===== src/inc/dhpp_defs.svh =====
// constants of the dma host programming port: offsets, fields, reset values
`ifndef DHPP_DEFS_SVH
`define DHPP_DEFS_SVH

// read sequence positions
`define DHPP_RD_STATUS 3'h0
`define DHPP_RD_COUNT_LO 3'h1
`define DHPP_RD_COUNT_HI 3'h2
`define DHPP_RD_A_LO 3'h3
`define DHPP_RD_A_HI 3'h4
`define DHPP_RD_B_LO 3'h5
`define DHPP_RD_B_HI 3'h6
`define DHPP_RD_LAST 3'h6

// status byte bit positions
`define DHPP_ST_XFER 0
`define DHPP_ST_READY_N 1
`define DHPP_ST_INT_N 3
`define DHPP_ST_MATCH_N 4
`define DHPP_ST_EOB_N 5

// base byte decode
`define DHPP_BASE_CMD_BIT 7
`define DHPP_BASE_PTR_LSB 3
`define DHPP_BASE_PTR_MSB 6
`define DHPP_PORTB_FIXED_BIT 5
`define DHPP_PORTB_INC_BIT 4
`define DHPP_PORTB_PTR_BIT 6

// command codes
`define DHPP_CMD_ENABLE 8'h87
`define DHPP_CMD_DISABLE 8'h83
`define DHPP_CMD_RESET 8'hC3
`define DHPP_CMD_LOAD 8'hCF

// reset values
`define DHPP_WORD_RST 16'h0000
`define DHPP_BYTE_RST 8'h00
`define DHPP_PTR_RST 4'h0

`endif


===== src/inc/dhpp_pkg.sv =====
// types of the dma host programming port
`default_nettype none
package dhpp_pkg;

  typedef enum logic [1:0] {
    BUS_IDLE = 2'b00,
    BUS_REQ = 2'b01,
    BUS_XFER = 2'b10,
    BUS_REL = 2'b11
  } dhpp_bus_state_t;

  typedef enum logic [1:0] {
    SEQ_BASE = 2'b00,
    SEQ_XFER_BYTES = 2'b01,
    SEQ_CFG_BYTE = 2'b10
  } dhpp_wseq_t;

endpackage
`default_nettype wire


===== src/verilog/dhpp_port.sv =====
// host programming port and bus request logic of a two-port byte dma
`timescale 1ns/1ps
`default_nettype none
`include "dhpp_defs.svh"

// Operation
// - enabled and disabled states; only enabled may take the bus and move bytes
// - while disabled no new bus request; a request standing at disable drops a cycle later or finishes its transfer
// - any reset leaves the device disabled without a command
// - host input cycles on the port each return the next readable byte
// - reads run status first through second port address high, seven bytes
// - readable bytes show status and counters as evolved since last reset
// - status holds transfer-occurred and active-low ready, interrupt, match, end flags
// - after status: count low, high, first port low, high, second low, high
// - host writes a group base byte first; its code selects the group
// - base pointer bits select following bytes, taken in order, unselected skipped
// - second port address fixed or varying; varying 1 counts up, 0 down
// - select/wait pin is chip select as slave, wait input as bus master
// - enabled with ready active and bus free, request on next edge
module dhpp_port (
  // clock and reset
  input wire logic clk,
  input wire logic rst,
  // host i/o cycle pins
  input wire logic selWait_n,
  input wire logic ioReq_n,
  input wire logic rd_n,
  input wire logic wr_n,
  // data bus pin split in three
  input wire logic [7:0] dataIn,
  output logic [7:0] dataOut,
  output logic dataOe,
  // bus handshake
  input wire logic ready,
  input wire logic bus_grant_in_n,
  output logic bus_request_out_n,
  output logic busRequestOe,
  // one pulse per byte moved
  output logic transferStrobe
);

  logic [3:0] strobeSync;
  logic [7:0] dataSync;
  logic grantSync;
  logic readySync;
  logic ceSync;
  logic ioSync;
  logic rdSync;
  logic wrSync;

  dhpp_sync #(.WIDTH(4), .INIT(4'hF)) uStrobeSync (
    .clk(clk),
    .rst(rst),
    .pinIn({selWait_n, ioReq_n, rd_n, wr_n}),
    .levelOut(strobeSync)
  );

  dhpp_sync #(.WIDTH(8), .INIT(8'h00)) uDataSync (
    .clk(clk),
    .rst(rst),
    .pinIn(dataIn),
    .levelOut(dataSync)
  );

  dhpp_sync #(.WIDTH(2), .INIT(2'h2)) uHandSync (
    .clk(clk),
    .rst(rst),
    .pinIn({bus_grant_in_n, ready}),
    .levelOut({grantSync, readySync})
  );

  assign ceSync = strobeSync[3];
  assign ioSync = strobeSync[2];
  assign rdSync = strobeSync[1];
  assign wrSync = strobeSync[0];

  dhpp_pkg::dhpp_bus_state_t busState_reg;
  dhpp_pkg::dhpp_wseq_t seqState_reg;
  logic enable_reg;
  logic grantSeen_reg;
  logic [2:0] rdPtr_reg;
  logic [3:0] pend_reg;
  logic hostRdPrev_reg;
  logic hostWrPrev_reg;
  logic [7:0] dataOut_reg;
  logic dataOe_reg;
  logic strobe_reg;
  logic [15:0] portABase_reg;
  logic [15:0] blockLen_reg;
  logic portBFixed_reg;
  logic portBInc_reg;
  logic [15:0] byteCount_reg;
  logic [15:0] portAAddr_reg;
  logic [15:0] portBAddr_reg;
  logic xferFlag_reg;
  logic eobFlag_reg;

  logic ownBus;
  logic hostRd;
  logic hostWr;
  logic rdStart;
  logic rdEnd;
  logic wrStart;
  logic isXferBase;
  logic isPortBCfg;
  logic isCmd;
  logic cmdEnable;
  logic cmdDisable;
  logic cmdReset;
  logic cmdLoad;
  logic xferDone;
  logic lastByte;
  logic [7:0] statusByte;
  logic [7:0] readByte;
  logic [3:0] pickBit;

  // as master the select pin is a wait line, so host cycles are not decoded
  assign ownBus = (busState_reg == dhpp_pkg::BUS_XFER);
  assign hostRd = !ceSync && !ioSync && !rdSync && !ownBus;
  assign hostWr = !ceSync && !ioSync && !wrSync && !ownBus;
  assign rdStart = hostRd && !hostRdPrev_reg;
  assign rdEnd = !hostRd && hostRdPrev_reg;
  assign wrStart = hostWr && !hostWrPrev_reg;

  // group decode of a base byte
  assign isXferBase = !dataSync[`DHPP_BASE_CMD_BIT] && (dataSync[1:0] != 2'h0);
  assign isPortBCfg = !dataSync[`DHPP_BASE_CMD_BIT] && (dataSync[2:0] == 3'h0);
  assign isCmd = dataSync[`DHPP_BASE_CMD_BIT] && (dataSync[1:0] == 2'h3);
  assign cmdEnable = wrStart && (seqState_reg == dhpp_pkg::SEQ_BASE) && isCmd
                     && (dataSync == `DHPP_CMD_ENABLE);
  assign cmdDisable = wrStart && (seqState_reg == dhpp_pkg::SEQ_BASE) && isCmd
                      && (dataSync == `DHPP_CMD_DISABLE);
  assign cmdReset = wrStart && (seqState_reg == dhpp_pkg::SEQ_BASE) && isCmd
                    && (dataSync == `DHPP_CMD_RESET);
  assign cmdLoad = wrStart && (seqState_reg == dhpp_pkg::SEQ_BASE) && isCmd
                   && (dataSync == `DHPP_CMD_LOAD);

  // wait low stretches the byte operation
  assign xferDone = (busState_reg == dhpp_pkg::BUS_XFER) && ceSync;
  assign lastByte = (byteCount_reg + 16'h0001) == blockLen_reg;

  always_ff @(posedge clk)
  begin
    if (rst)
    begin
      hostRdPrev_reg <= 1'b0;
      hostWrPrev_reg <= 1'b0;
    end
    else
    begin
      hostRdPrev_reg <= hostRd;
      hostWrPrev_reg <= hostWr;
    end
  end

  // enable state; a host command and end of block never meet, the host is off the bus
  always_ff @(posedge clk)
  begin
    if (rst)
      enable_reg <= 1'b0;
    else if (cmdReset || cmdDisable || (xferDone && lastByte))
      enable_reg <= 1'b0;
    else if (cmdEnable)
      enable_reg <= 1'b1;
  end

  // bus request state machine
  always_ff @(posedge clk)
  begin
    if (rst)
    begin
      busState_reg <= dhpp_pkg::BUS_IDLE;
      grantSeen_reg <= 1'b0;
    end
    else
    begin
      case (busState_reg)
        dhpp_pkg::BUS_IDLE:
        begin
          grantSeen_reg <= 1'b0;
          if (enable_reg && readySync && grantSync)
            busState_reg <= dhpp_pkg::BUS_REQ;
        end
        dhpp_pkg::BUS_REQ:
        begin
          grantSeen_reg <= !grantSync;
          if (!enable_reg)
            busState_reg <= dhpp_pkg::BUS_IDLE;
          else if (grantSeen_reg && !grantSync)
            busState_reg <= dhpp_pkg::BUS_XFER;
        end
        dhpp_pkg::BUS_XFER:
        begin
          if (xferDone)
            busState_reg <= dhpp_pkg::BUS_REL;
        end
        dhpp_pkg::BUS_REL:
        begin
          // the next request waits for the grant to be withdrawn
          if (grantSync)
            busState_reg <= dhpp_pkg::BUS_IDLE;
        end
        default:
          busState_reg <= dhpp_pkg::BUS_IDLE;
      endcase
    end
  end

  // byte counter, address counters and status flags
  always_ff @(posedge clk)
  begin
    if (rst)
    begin
      byteCount_reg <= `DHPP_WORD_RST;
      portAAddr_reg <= `DHPP_WORD_RST;
      portBAddr_reg <= `DHPP_WORD_RST;
      xferFlag_reg <= 1'b0;
      eobFlag_reg <= 1'b0;
      strobe_reg <= 1'b0;
    end
    else
    begin
      strobe_reg <= xferDone;
      if (xferDone)
      begin
        byteCount_reg <= byteCount_reg + 16'h0001;
        portAAddr_reg <= portAAddr_reg + 16'h0001;
        if (!portBFixed_reg)
          portBAddr_reg <= portBInc_reg ? portBAddr_reg + 16'h0001
                                        : portBAddr_reg - 16'h0001;
      end
      else if (cmdLoad)
      begin
        byteCount_reg <= `DHPP_WORD_RST;
        portAAddr_reg <= portABase_reg;
      end
      // a transfer in the clearing cycle keeps its flags
      if (xferDone)
        xferFlag_reg <= 1'b1;
      else if (cmdLoad || cmdReset)
        xferFlag_reg <= 1'b0;
      if (xferDone && lastByte)
        eobFlag_reg <= 1'b1;
      else if (cmdLoad || cmdReset)
        eobFlag_reg <= 1'b0;
    end
  end

  // lowest selected associated byte is next
  always_comb
  begin
    pickBit = 4'h0;
    if (pend_reg[0])
      pickBit = 4'h1;
    else if (pend_reg[1])
      pickBit = 4'h2;
    else if (pend_reg[2])
      pickBit = 4'h4;
    else if (pend_reg[3])
      pickBit = 4'h8;
  end

  // write group sequencer
  always_ff @(posedge clk)
  begin
    if (rst)
    begin
      seqState_reg <= dhpp_pkg::SEQ_BASE;
      pend_reg <= `DHPP_PTR_RST;
      portABase_reg <= `DHPP_WORD_RST;
      blockLen_reg <= `DHPP_WORD_RST;
      portBFixed_reg <= 1'b0;
      portBInc_reg <= 1'b0;
    end
    else if (wrStart)
    begin
      case (seqState_reg)
        dhpp_pkg::SEQ_BASE:
        begin
          if (isXferBase)
          begin
            pend_reg <= dataSync[`DHPP_BASE_PTR_MSB:`DHPP_BASE_PTR_LSB];
            if (dataSync[`DHPP_BASE_PTR_MSB:`DHPP_BASE_PTR_LSB] != 4'h0)
              seqState_reg <= dhpp_pkg::SEQ_XFER_BYTES;
          end
          else if (isPortBCfg)
          begin
            portBFixed_reg <= dataSync[`DHPP_PORTB_FIXED_BIT];
            portBInc_reg <= dataSync[`DHPP_PORTB_INC_BIT];
            pend_reg <= {3'h0, dataSync[`DHPP_PORTB_PTR_BIT]};
            if (dataSync[`DHPP_PORTB_PTR_BIT])
              seqState_reg <= dhpp_pkg::SEQ_CFG_BYTE;
          end
        end
        dhpp_pkg::SEQ_XFER_BYTES:
        begin
          if (pickBit[0])
            portABase_reg[7:0] <= dataSync;
          if (pickBit[1])
            portABase_reg[15:8] <= dataSync;
          if (pickBit[2])
            blockLen_reg[7:0] <= dataSync;
          if (pickBit[3])
            blockLen_reg[15:8] <= dataSync;
          pend_reg <= pend_reg & ~pickBit;
          if ((pend_reg & ~pickBit) == 4'h0)
            seqState_reg <= dhpp_pkg::SEQ_BASE;
        end
        dhpp_pkg::SEQ_CFG_BYTE:
        begin
          // the cycle timing byte is taken and not used by this port
          pend_reg <= `DHPP_PTR_RST;
          seqState_reg <= dhpp_pkg::SEQ_BASE;
        end
        default:
          seqState_reg <= dhpp_pkg::SEQ_BASE;
      endcase
    end
  end

  always_comb
  begin
    statusByte = 8'h00;
    statusByte[`DHPP_ST_XFER] = xferFlag_reg;
    statusByte[`DHPP_ST_READY_N] = !readySync;
    statusByte[`DHPP_ST_INT_N] = 1'b1;
    statusByte[`DHPP_ST_MATCH_N] = 1'b1;
    statusByte[`DHPP_ST_EOB_N] = !eobFlag_reg;
  end

  always_comb
  begin
    case (rdPtr_reg)
      `DHPP_RD_STATUS: readByte = statusByte;
      `DHPP_RD_COUNT_LO: readByte = byteCount_reg[7:0];
      `DHPP_RD_COUNT_HI: readByte = byteCount_reg[15:8];
      `DHPP_RD_A_LO: readByte = portAAddr_reg[7:0];
      `DHPP_RD_A_HI: readByte = portAAddr_reg[15:8];
      `DHPP_RD_B_LO: readByte = portBAddr_reg[7:0];
      `DHPP_RD_B_HI: readByte = portBAddr_reg[15:8];
      default: readByte = `DHPP_BYTE_RST;
    endcase
  end

  // read sequence pointer
  always_ff @(posedge clk)
  begin
    if (rst || cmdReset)
      rdPtr_reg <= `DHPP_RD_STATUS;
    else if (rdEnd)
    begin
      if (rdPtr_reg == `DHPP_RD_LAST)
        rdPtr_reg <= `DHPP_RD_STATUS;
      else
        rdPtr_reg <= rdPtr_reg + 3'h1;
    end
  end

  // byte is frozen at the start of the cycle so it cannot change under the host
  always_ff @(posedge clk)
  begin
    if (rst)
    begin
      dataOut_reg <= `DHPP_BYTE_RST;
      dataOe_reg <= 1'b0;
    end
    else
    begin
      if (rdStart)
        dataOut_reg <= readByte;
      dataOe_reg <= hostRd;
    end
  end

  assign dataOut = dataOut_reg;
  assign dataOe = dataOe_reg;
  assign bus_request_out_n = 1'b0;
  assign busRequestOe = (busState_reg == dhpp_pkg::BUS_REQ)
                        || (busState_reg == dhpp_pkg::BUS_XFER);
  assign transferStrobe = strobe_reg;

  chk_disabled_noreq: assert property (@(posedge clk) disable iff (rst)
    (busState_reg == dhpp_pkg::BUS_IDLE && !enable_reg) |=> !busRequestOe)
    else $error("request raised while disabled");

  chk_reset_state: assert property (@(posedge clk)
    rst |=> (!enable_reg && rdPtr_reg == 3'h0 && !busRequestOe))
    else $error("reset did not leave device disabled");

  chk_reset_seq: assert property (@(posedge clk)
    rst |=> (seqState_reg == dhpp_pkg::SEQ_BASE && pend_reg == 4'h0))
    else $error("reset kept a write sequence");

  chk_req_follows: assert property (@(posedge clk) disable iff (rst)
    (busState_reg == dhpp_pkg::BUS_IDLE && enable_reg && readySync && grantSync)
    |=> busRequestOe)
    else $error("no request after ready");

  chk_grant_twice: assert property (@(posedge clk) disable iff (rst)
    $rose(busState_reg == dhpp_pkg::BUS_XFER) |-> ($past(!grantSync, 1) && $past(!grantSync, 2)))
    else $error("transfer started without two low grant samples");

  chk_read_step: assert property (@(posedge clk) disable iff (rst)
    (rdEnd && !cmdReset && rdPtr_reg != 3'h6) |=> rdPtr_reg == $past(rdPtr_reg) + 3'h1)
    else $error("read pointer did not step");

  chk_read_wrap: assert property (@(posedge clk) disable iff (rst)
    (rdEnd && rdPtr_reg == 3'h6) |=> rdPtr_reg == 3'h0)
    else $error("read pointer did not wrap");

  chk_status_read: assert property (@(posedge clk) disable iff (rst)
    (rdStart && rdPtr_reg == 3'h0) |=>
    (dataOut[0] == $past(xferFlag_reg) && dataOut[1] == !$past(readySync)
     && dataOut[5] == !$past(eobFlag_reg)))
    else $error("status byte wrong");

  chk_wait_stall: assert property (@(posedge clk) disable iff (rst)
    (busState_reg == dhpp_pkg::BUS_XFER && !ceSync) |=>
    (busState_reg == dhpp_pkg::BUS_XFER && $stable(byteCount_reg)))
    else $error("wait did not stall transfer");

  chk_portb_step: assert property (@(posedge clk) disable iff (rst)
    xferDone |=> (portBAddr_reg == ($past(portBFixed_reg) ? $past(portBAddr_reg)
                  : $past(portBInc_reg) ? $past(portBAddr_reg) + 16'h0001
                  : $past(portBAddr_reg) - 16'h0001)))
    else $error("second port address step wrong");

  chk_count_step: assert property (@(posedge clk) disable iff (rst)
    xferDone |=> (byteCount_reg == $past(byteCount_reg) + 16'h0001 && xferFlag_reg))
    else $error("byte counter did not advance");

endmodule
`default_nettype wire


===== src/verilog/dhpp_sync.sv =====
// three-flop pin synchroniser; a change counts once the last two flops agree
`timescale 1ns/1ps
`default_nettype none
module dhpp_sync #(
  parameter int WIDTH = 1,
  parameter logic [WIDTH-1:0] INIT = '0
) (
  // clock and reset
  input wire logic clk,
  input wire logic rst,
  // pin and filtered level
  input wire logic [WIDTH-1:0] pinIn,
  output logic [WIDTH-1:0] levelOut
);

  logic [WIDTH-1:0] s1_reg;
  logic [WIDTH-1:0] s2_reg;
  logic [WIDTH-1:0] s3_reg;
  logic [WIDTH-1:0] level_reg;

  always_ff @(posedge clk)
  begin
    if (rst)
    begin
      s1_reg <= INIT;
      s2_reg <= INIT;
      s3_reg <= INIT;
    end
    else
    begin
      s1_reg <= pinIn;
      s2_reg <= s1_reg;
      s3_reg <= s2_reg;
    end
  end

  // per bit, so a bus holds each bit until it has settled
  always_ff @(posedge clk)
  begin
    if (rst)
      level_reg <= INIT;
    else
      for (int i = 0; i < WIDTH; i++)
        if (s2_reg[i] == s3_reg[i])
          level_reg[i] <= s3_reg[i];
  end

  assign levelOut = level_reg;

endmodule
`default_nettype wire

===== config.mk =====
export PLATFORM = sky130hd
export DESIGN_NAME = dhpp_port
export DESIGN_NICKNAME = d
export VERILOG_FILES = /design/src/inc/dhpp_pkg.sv /design/src/verilog/dhpp_port.sv /design/src/verilog/dhpp_sync.sv
export VERILOG_INCLUDE_DIRS = /design/src /design/src/inc
export SDC_FILE = /design/constraint.sdc
export NUM_CORES = 1
export LEC_CHECK = 0
export ABC_CLOCK_PERIOD_IN_PS = 2600
export BUFFER_PORTS_ARGS = -buffer_cell sky130_fd_sc_hd__buf_2
export CORE_UTILIZATION = 35
export DETAILED_ROUTE_END_ITERATION = 10
export SLEW_MARGIN = 40
export SYNTH_ARGS = -nofsm -noshare
export SYNTH_HDL_FRONTEND = slang
export SYNTH_SLANG_ARGS = --single-unit

===== constraint.sdc =====
create_clock -name clk -period 2.6 [get_ports clk]
set_clock_uncertainty 0.2 [all_clocks]
set_input_delay 0 -clock clk [delete_from_list [all_inputs] [get_ports clk]]
set_output_delay 0 -clock clk [all_outputs]
set_load 0.01 [all_outputs]

==> out/results.ini <==
[layout]
final_util_pct = 44.1
drive_gt1_share_pct = 19.2
register_area_mm2 = 0.00329
diodes = 0
multi_input_area_mm2 = 0.00460
nets = 1056
syn2layout_area_growth_pct = 22.3
fill_cells = 2090

[logic_synthesis]
yosysTopAreaCellShare_pct = 41.2
ys_ff_latch = 164
synth.cell_area_mm2 = 0.00798
synth_area_leader_cell = dfxtp_1
synth.area.top_cells = dfxtp_1, nor2_1, mux2i_1
synth_cells = 949
ys_warn_count = 0
async_flop_share_pct = 0
syn_nets = 991
synth_edf_count = 0
yosysSeqAreaShare_pct = 41.2
synth_ff_type = dfxtp_1
synth.distinct_cells = 72
synth.avg_cell_area_um2 = 8.40

[timing]
max_freq_mhz = 386
relSlewSlack_pct = 55.3
setup_ws_ns = 0.00815
setup_tns_ns = 0
worst_slew_pin_slew_ns = 0.671
hold_viol_final = 0
setup_viol = 0
fin_crit_sh_pct = 99.7
finalMaxSlewViolations = 0
rsz0062_at_grt = yes
whs_ns = 0.0862
min_period_ns = 2.59

[cts]
clock-sinks = 164
clk_latency_ns = 0.43
clockBufferDepth = 2
cts_tree = done
path_clk_slew_ns = 0.07
htreeDepth = 4
cts-root-buf = clkbuf_16
cts_made_buffers = 17

[worst_setup_path]
rrSetupSlack_ns = 0.008
arrival_ns = 2.71
ff2ff_path_depth = 9
crit_required_ns = 2.72
critical_path_class = flip-flop to flip-flop
reg2reg_from = portBInc_reg
cp-start-kind = flip-flop
reg2reg_to = portBAddr_reg[15]
end_kind = flip-flop
cp_max_fo = 7

[floorplan]
ios = 28
die-area_mm2 = 0.0234
die_h_um = 153
rows = 54
coreArea_mm2 = 0.0221
die_x_um = 153
start_util_pct = 36.1

[pwr]
p_leak_uw = 0.00380
worst_ir_drop_vdd_mv = 0.531
power_density_mw_per_mm2 = 546

[min_path]
min_from = rd_n
min_to = uStrobeSync.s1_reg[1]
hold_path_class = primary input to flip-flop
whs_path_depth = 3

[global_route]
grt_pass1_wl_um = 33000
overflow = 0
grt_usage_pct = 17.5
grt_start_max_net_pins = 155
antenna_found_initial = 0
grt_pass1_vias = 6459

[place]
pre_cts_ws_ns = -0.0570
gp_congestion = 0.930
place_hpwl_um = 14000
portBuffers = 26

[run_status]
outcome = finished clean

[detailed_routing]
route.detailed.drc = 0
via_count = 6955
first_iter_violations = 480
wl_per_cell_um = 15.4
ant_nets = 0
drt-pass1-iter-count = 8
wirelength_um = 20100
viasPerCell = 5.32

[flow_run]
cap_violations = 0

## worst max-delay path: stages, from the launching register on
cell and delay, ns:
dfxtp_4 0.36, clkinvlp_4 0.17, buf_6 0.19, ha_1 0.33
a21oi_2 0.17, o21ai_1 0.10, a21o_1 0.19, or3_1 0.34
nand3_1 0.09, mux2_2 0.33
## per-layer routing
layer,routed length [um],GRT usage [%],vias up,share of wire [%]
li1,-,-,3526,-
met1,9850,24.1,3246,49
met2,9150,28.0,167,46
met3,906,3.80,16,4.5
met4,178,3.99,0,0.89
met5,0,0,-,0
## cells in the final DEF (no fill, tap or decap), types with 5 or more instances in the layout
| cell type | n |
|---|---|
| a211oi_1 | 12 |
| a21o_1 | 6 |
| a21oi_1 | 72 |
| a22oi_1 | 12 |
| a311oi_1 | 5 |
| a31oi_1 | 10 |
| a32oi_1 | 6 |
| and3_1 | 9 |
| buf_2 | 25 |
| buf_4 | 59 |
| buf_6 | 7 |
| clkbuf_16 | 17 |
| clkinv_8 | 6 |
| dfxtp_1 | 161 |
| dlygate4sd3_1 | 15 |
| ha_1 | 18 |
| ha_4 | 7 |
| inv_1 | 13 |
| mux2_2 | 5 |
| mux2i_1 | 38 |
| nand2_1 | 81 |
| nand2b_1 | 5 |
| nand3_1 | 35 |
| nand4_1 | 8 |
| nor2_1 | 111 |
| nor2b_1 | 34 |
| nor3_1 | 24 |
| nor3b_1 | 6 |
| nor4_1 | 9 |
| o21ai_0 | 51 |
| o21ai_1 | 7 |
| o21ai_2 | 5 |
| or2_2 | 17 |
| or3_1 | 7 |
| xnor2_1 | 18 |
| xor2_1 | 9 |
## Yosys cell counts (3+ instances only)
| library cell | count |
|---|---|
| o31ai_1 | 3 |
| o21a_1 | 3 |
| o221ai_1 | 3 |
| o21ai_0 | 58 |
| a221oi_1 | 3 |
| nor4_1 | 9 |
| o21bai_1 | 3 |
| a211oi_1 | 15 |
| nor2b_1 | 34 |
| mux2i_1 | 38 |
| dfxtp_1 | 164 |
| o21ai_1 | 3 |
| or2_2 | 17 |
| nand3_1 | 35 |
| nor3b_1 | 7 |
| nand2_1 | 82 |
| a22oi_1 | 12 |
| a311oi_1 | 5 |
| xor2_1 | 9 |
| buf_1 | 4 |
| or3_1 | 8 |
| and4_1 | 4 |
| nand4b_1 | 3 |
| and2_1 | 4 |
| a21oi_1 | 75 |
| a31oi_1 | 11 |
| a32oi_1 | 6 |
| o22ai_1 | 3 |
| nor2_1 | 113 |
| clkbuf_1 | 47 |
| nor3_1 | 26 |
| or4_1 | 3 |
| and3_1 | 9 |
| buf_4 | 3 |
| a21o_1 | 6 |
| o211ai_1 | 4 |
| xnor2_1 | 18 |
| mux2_2 | 5 |
| inv_1 | 15 |
| nand2b_1 | 5 |
| ha_1 | 25 |
| nand4_1 | 8 |
| buf_2 | 7 |
## power breakdown
| group | total, uW | internal [uW] | switching (uW) |
|---|---|---|---|
| registers | 2560 | 2540 | 13.8 |
| clock network | 2540 | 1310 | 1230 |
| logic | 228 | 106 | 122 |
| total | 5320 | 3960 | 1360 |
## how the worst max path moves through the flow
stage               slack [ns]          from  cells after the start                end
global placement         -0.04  portBInc_reg                      9  portBAddr_reg[15]
detailed placement       -0.06  portBInc_reg                      9  portBAddr_reg[15]
floorplan                -0.06  portBInc_reg                      8  portBAddr_reg[15]
global route             -0.09  portBInc_reg                      9  portBAddr_reg[15]
finish                   0.008  portBInc_reg                      9  portBAddr_reg[15]
CTS                      -0.03  portBInc_reg                      9  portBAddr_reg[15]
## cell families (layout without fill, tap and decap cells)
| kind of cell | count (synthesis) | count (layout) | synth area share, % |
|---|---|---|---|
| XOR/XNOR | 27 | 27 | 2.97 |
| flip-flops | 164 | 164 | 41.2 |
| other | 1 | 1 | 0.0470 |
| buffers and inverters | 77 | 155 | 3.97 |
| multiplexers | 44 | 44 | 5.76 |
| adder cells (fa/ha/maj) | 27 | 27 | 4.30 |
| AO/OA/AOI/OAI | 232 | 232 | 18.4 |
| AND/OR/NAND/NOR | 377 | 377 | 23.4 |
## stage by stage
step	instances	total power (uW)	instance area [um^2]
global route	1307	5530	9750
CTS	1306	5370	9600
finish	1307	5320	9750
global placement	1258	2820	8780
floorplan	949	2750	8050
detailed placement	1258	2820	8780
## area by class of cell
class | instances | area share [%]
well taps | 280 | 3.59
repair buffers | 108 | 8.58
multi-input cells | 708 | 47.2
inverters | 15 | 0.616
flip-flops and latches | 164 | 33.7
clock buffers | 17 | 4.36
clock inverters | 15 | 1.91
## repair_timing
action                                  CTS  global route
buffers inserted                          1             1
endpoints found under the hold margin    17             0
resized for setup                        11            36
endpoints found under the setup margin    7            59
pin swaps                                 2            10
hold buffers                             15             0
Note: power is estimated with default switching activity, not from simulation.
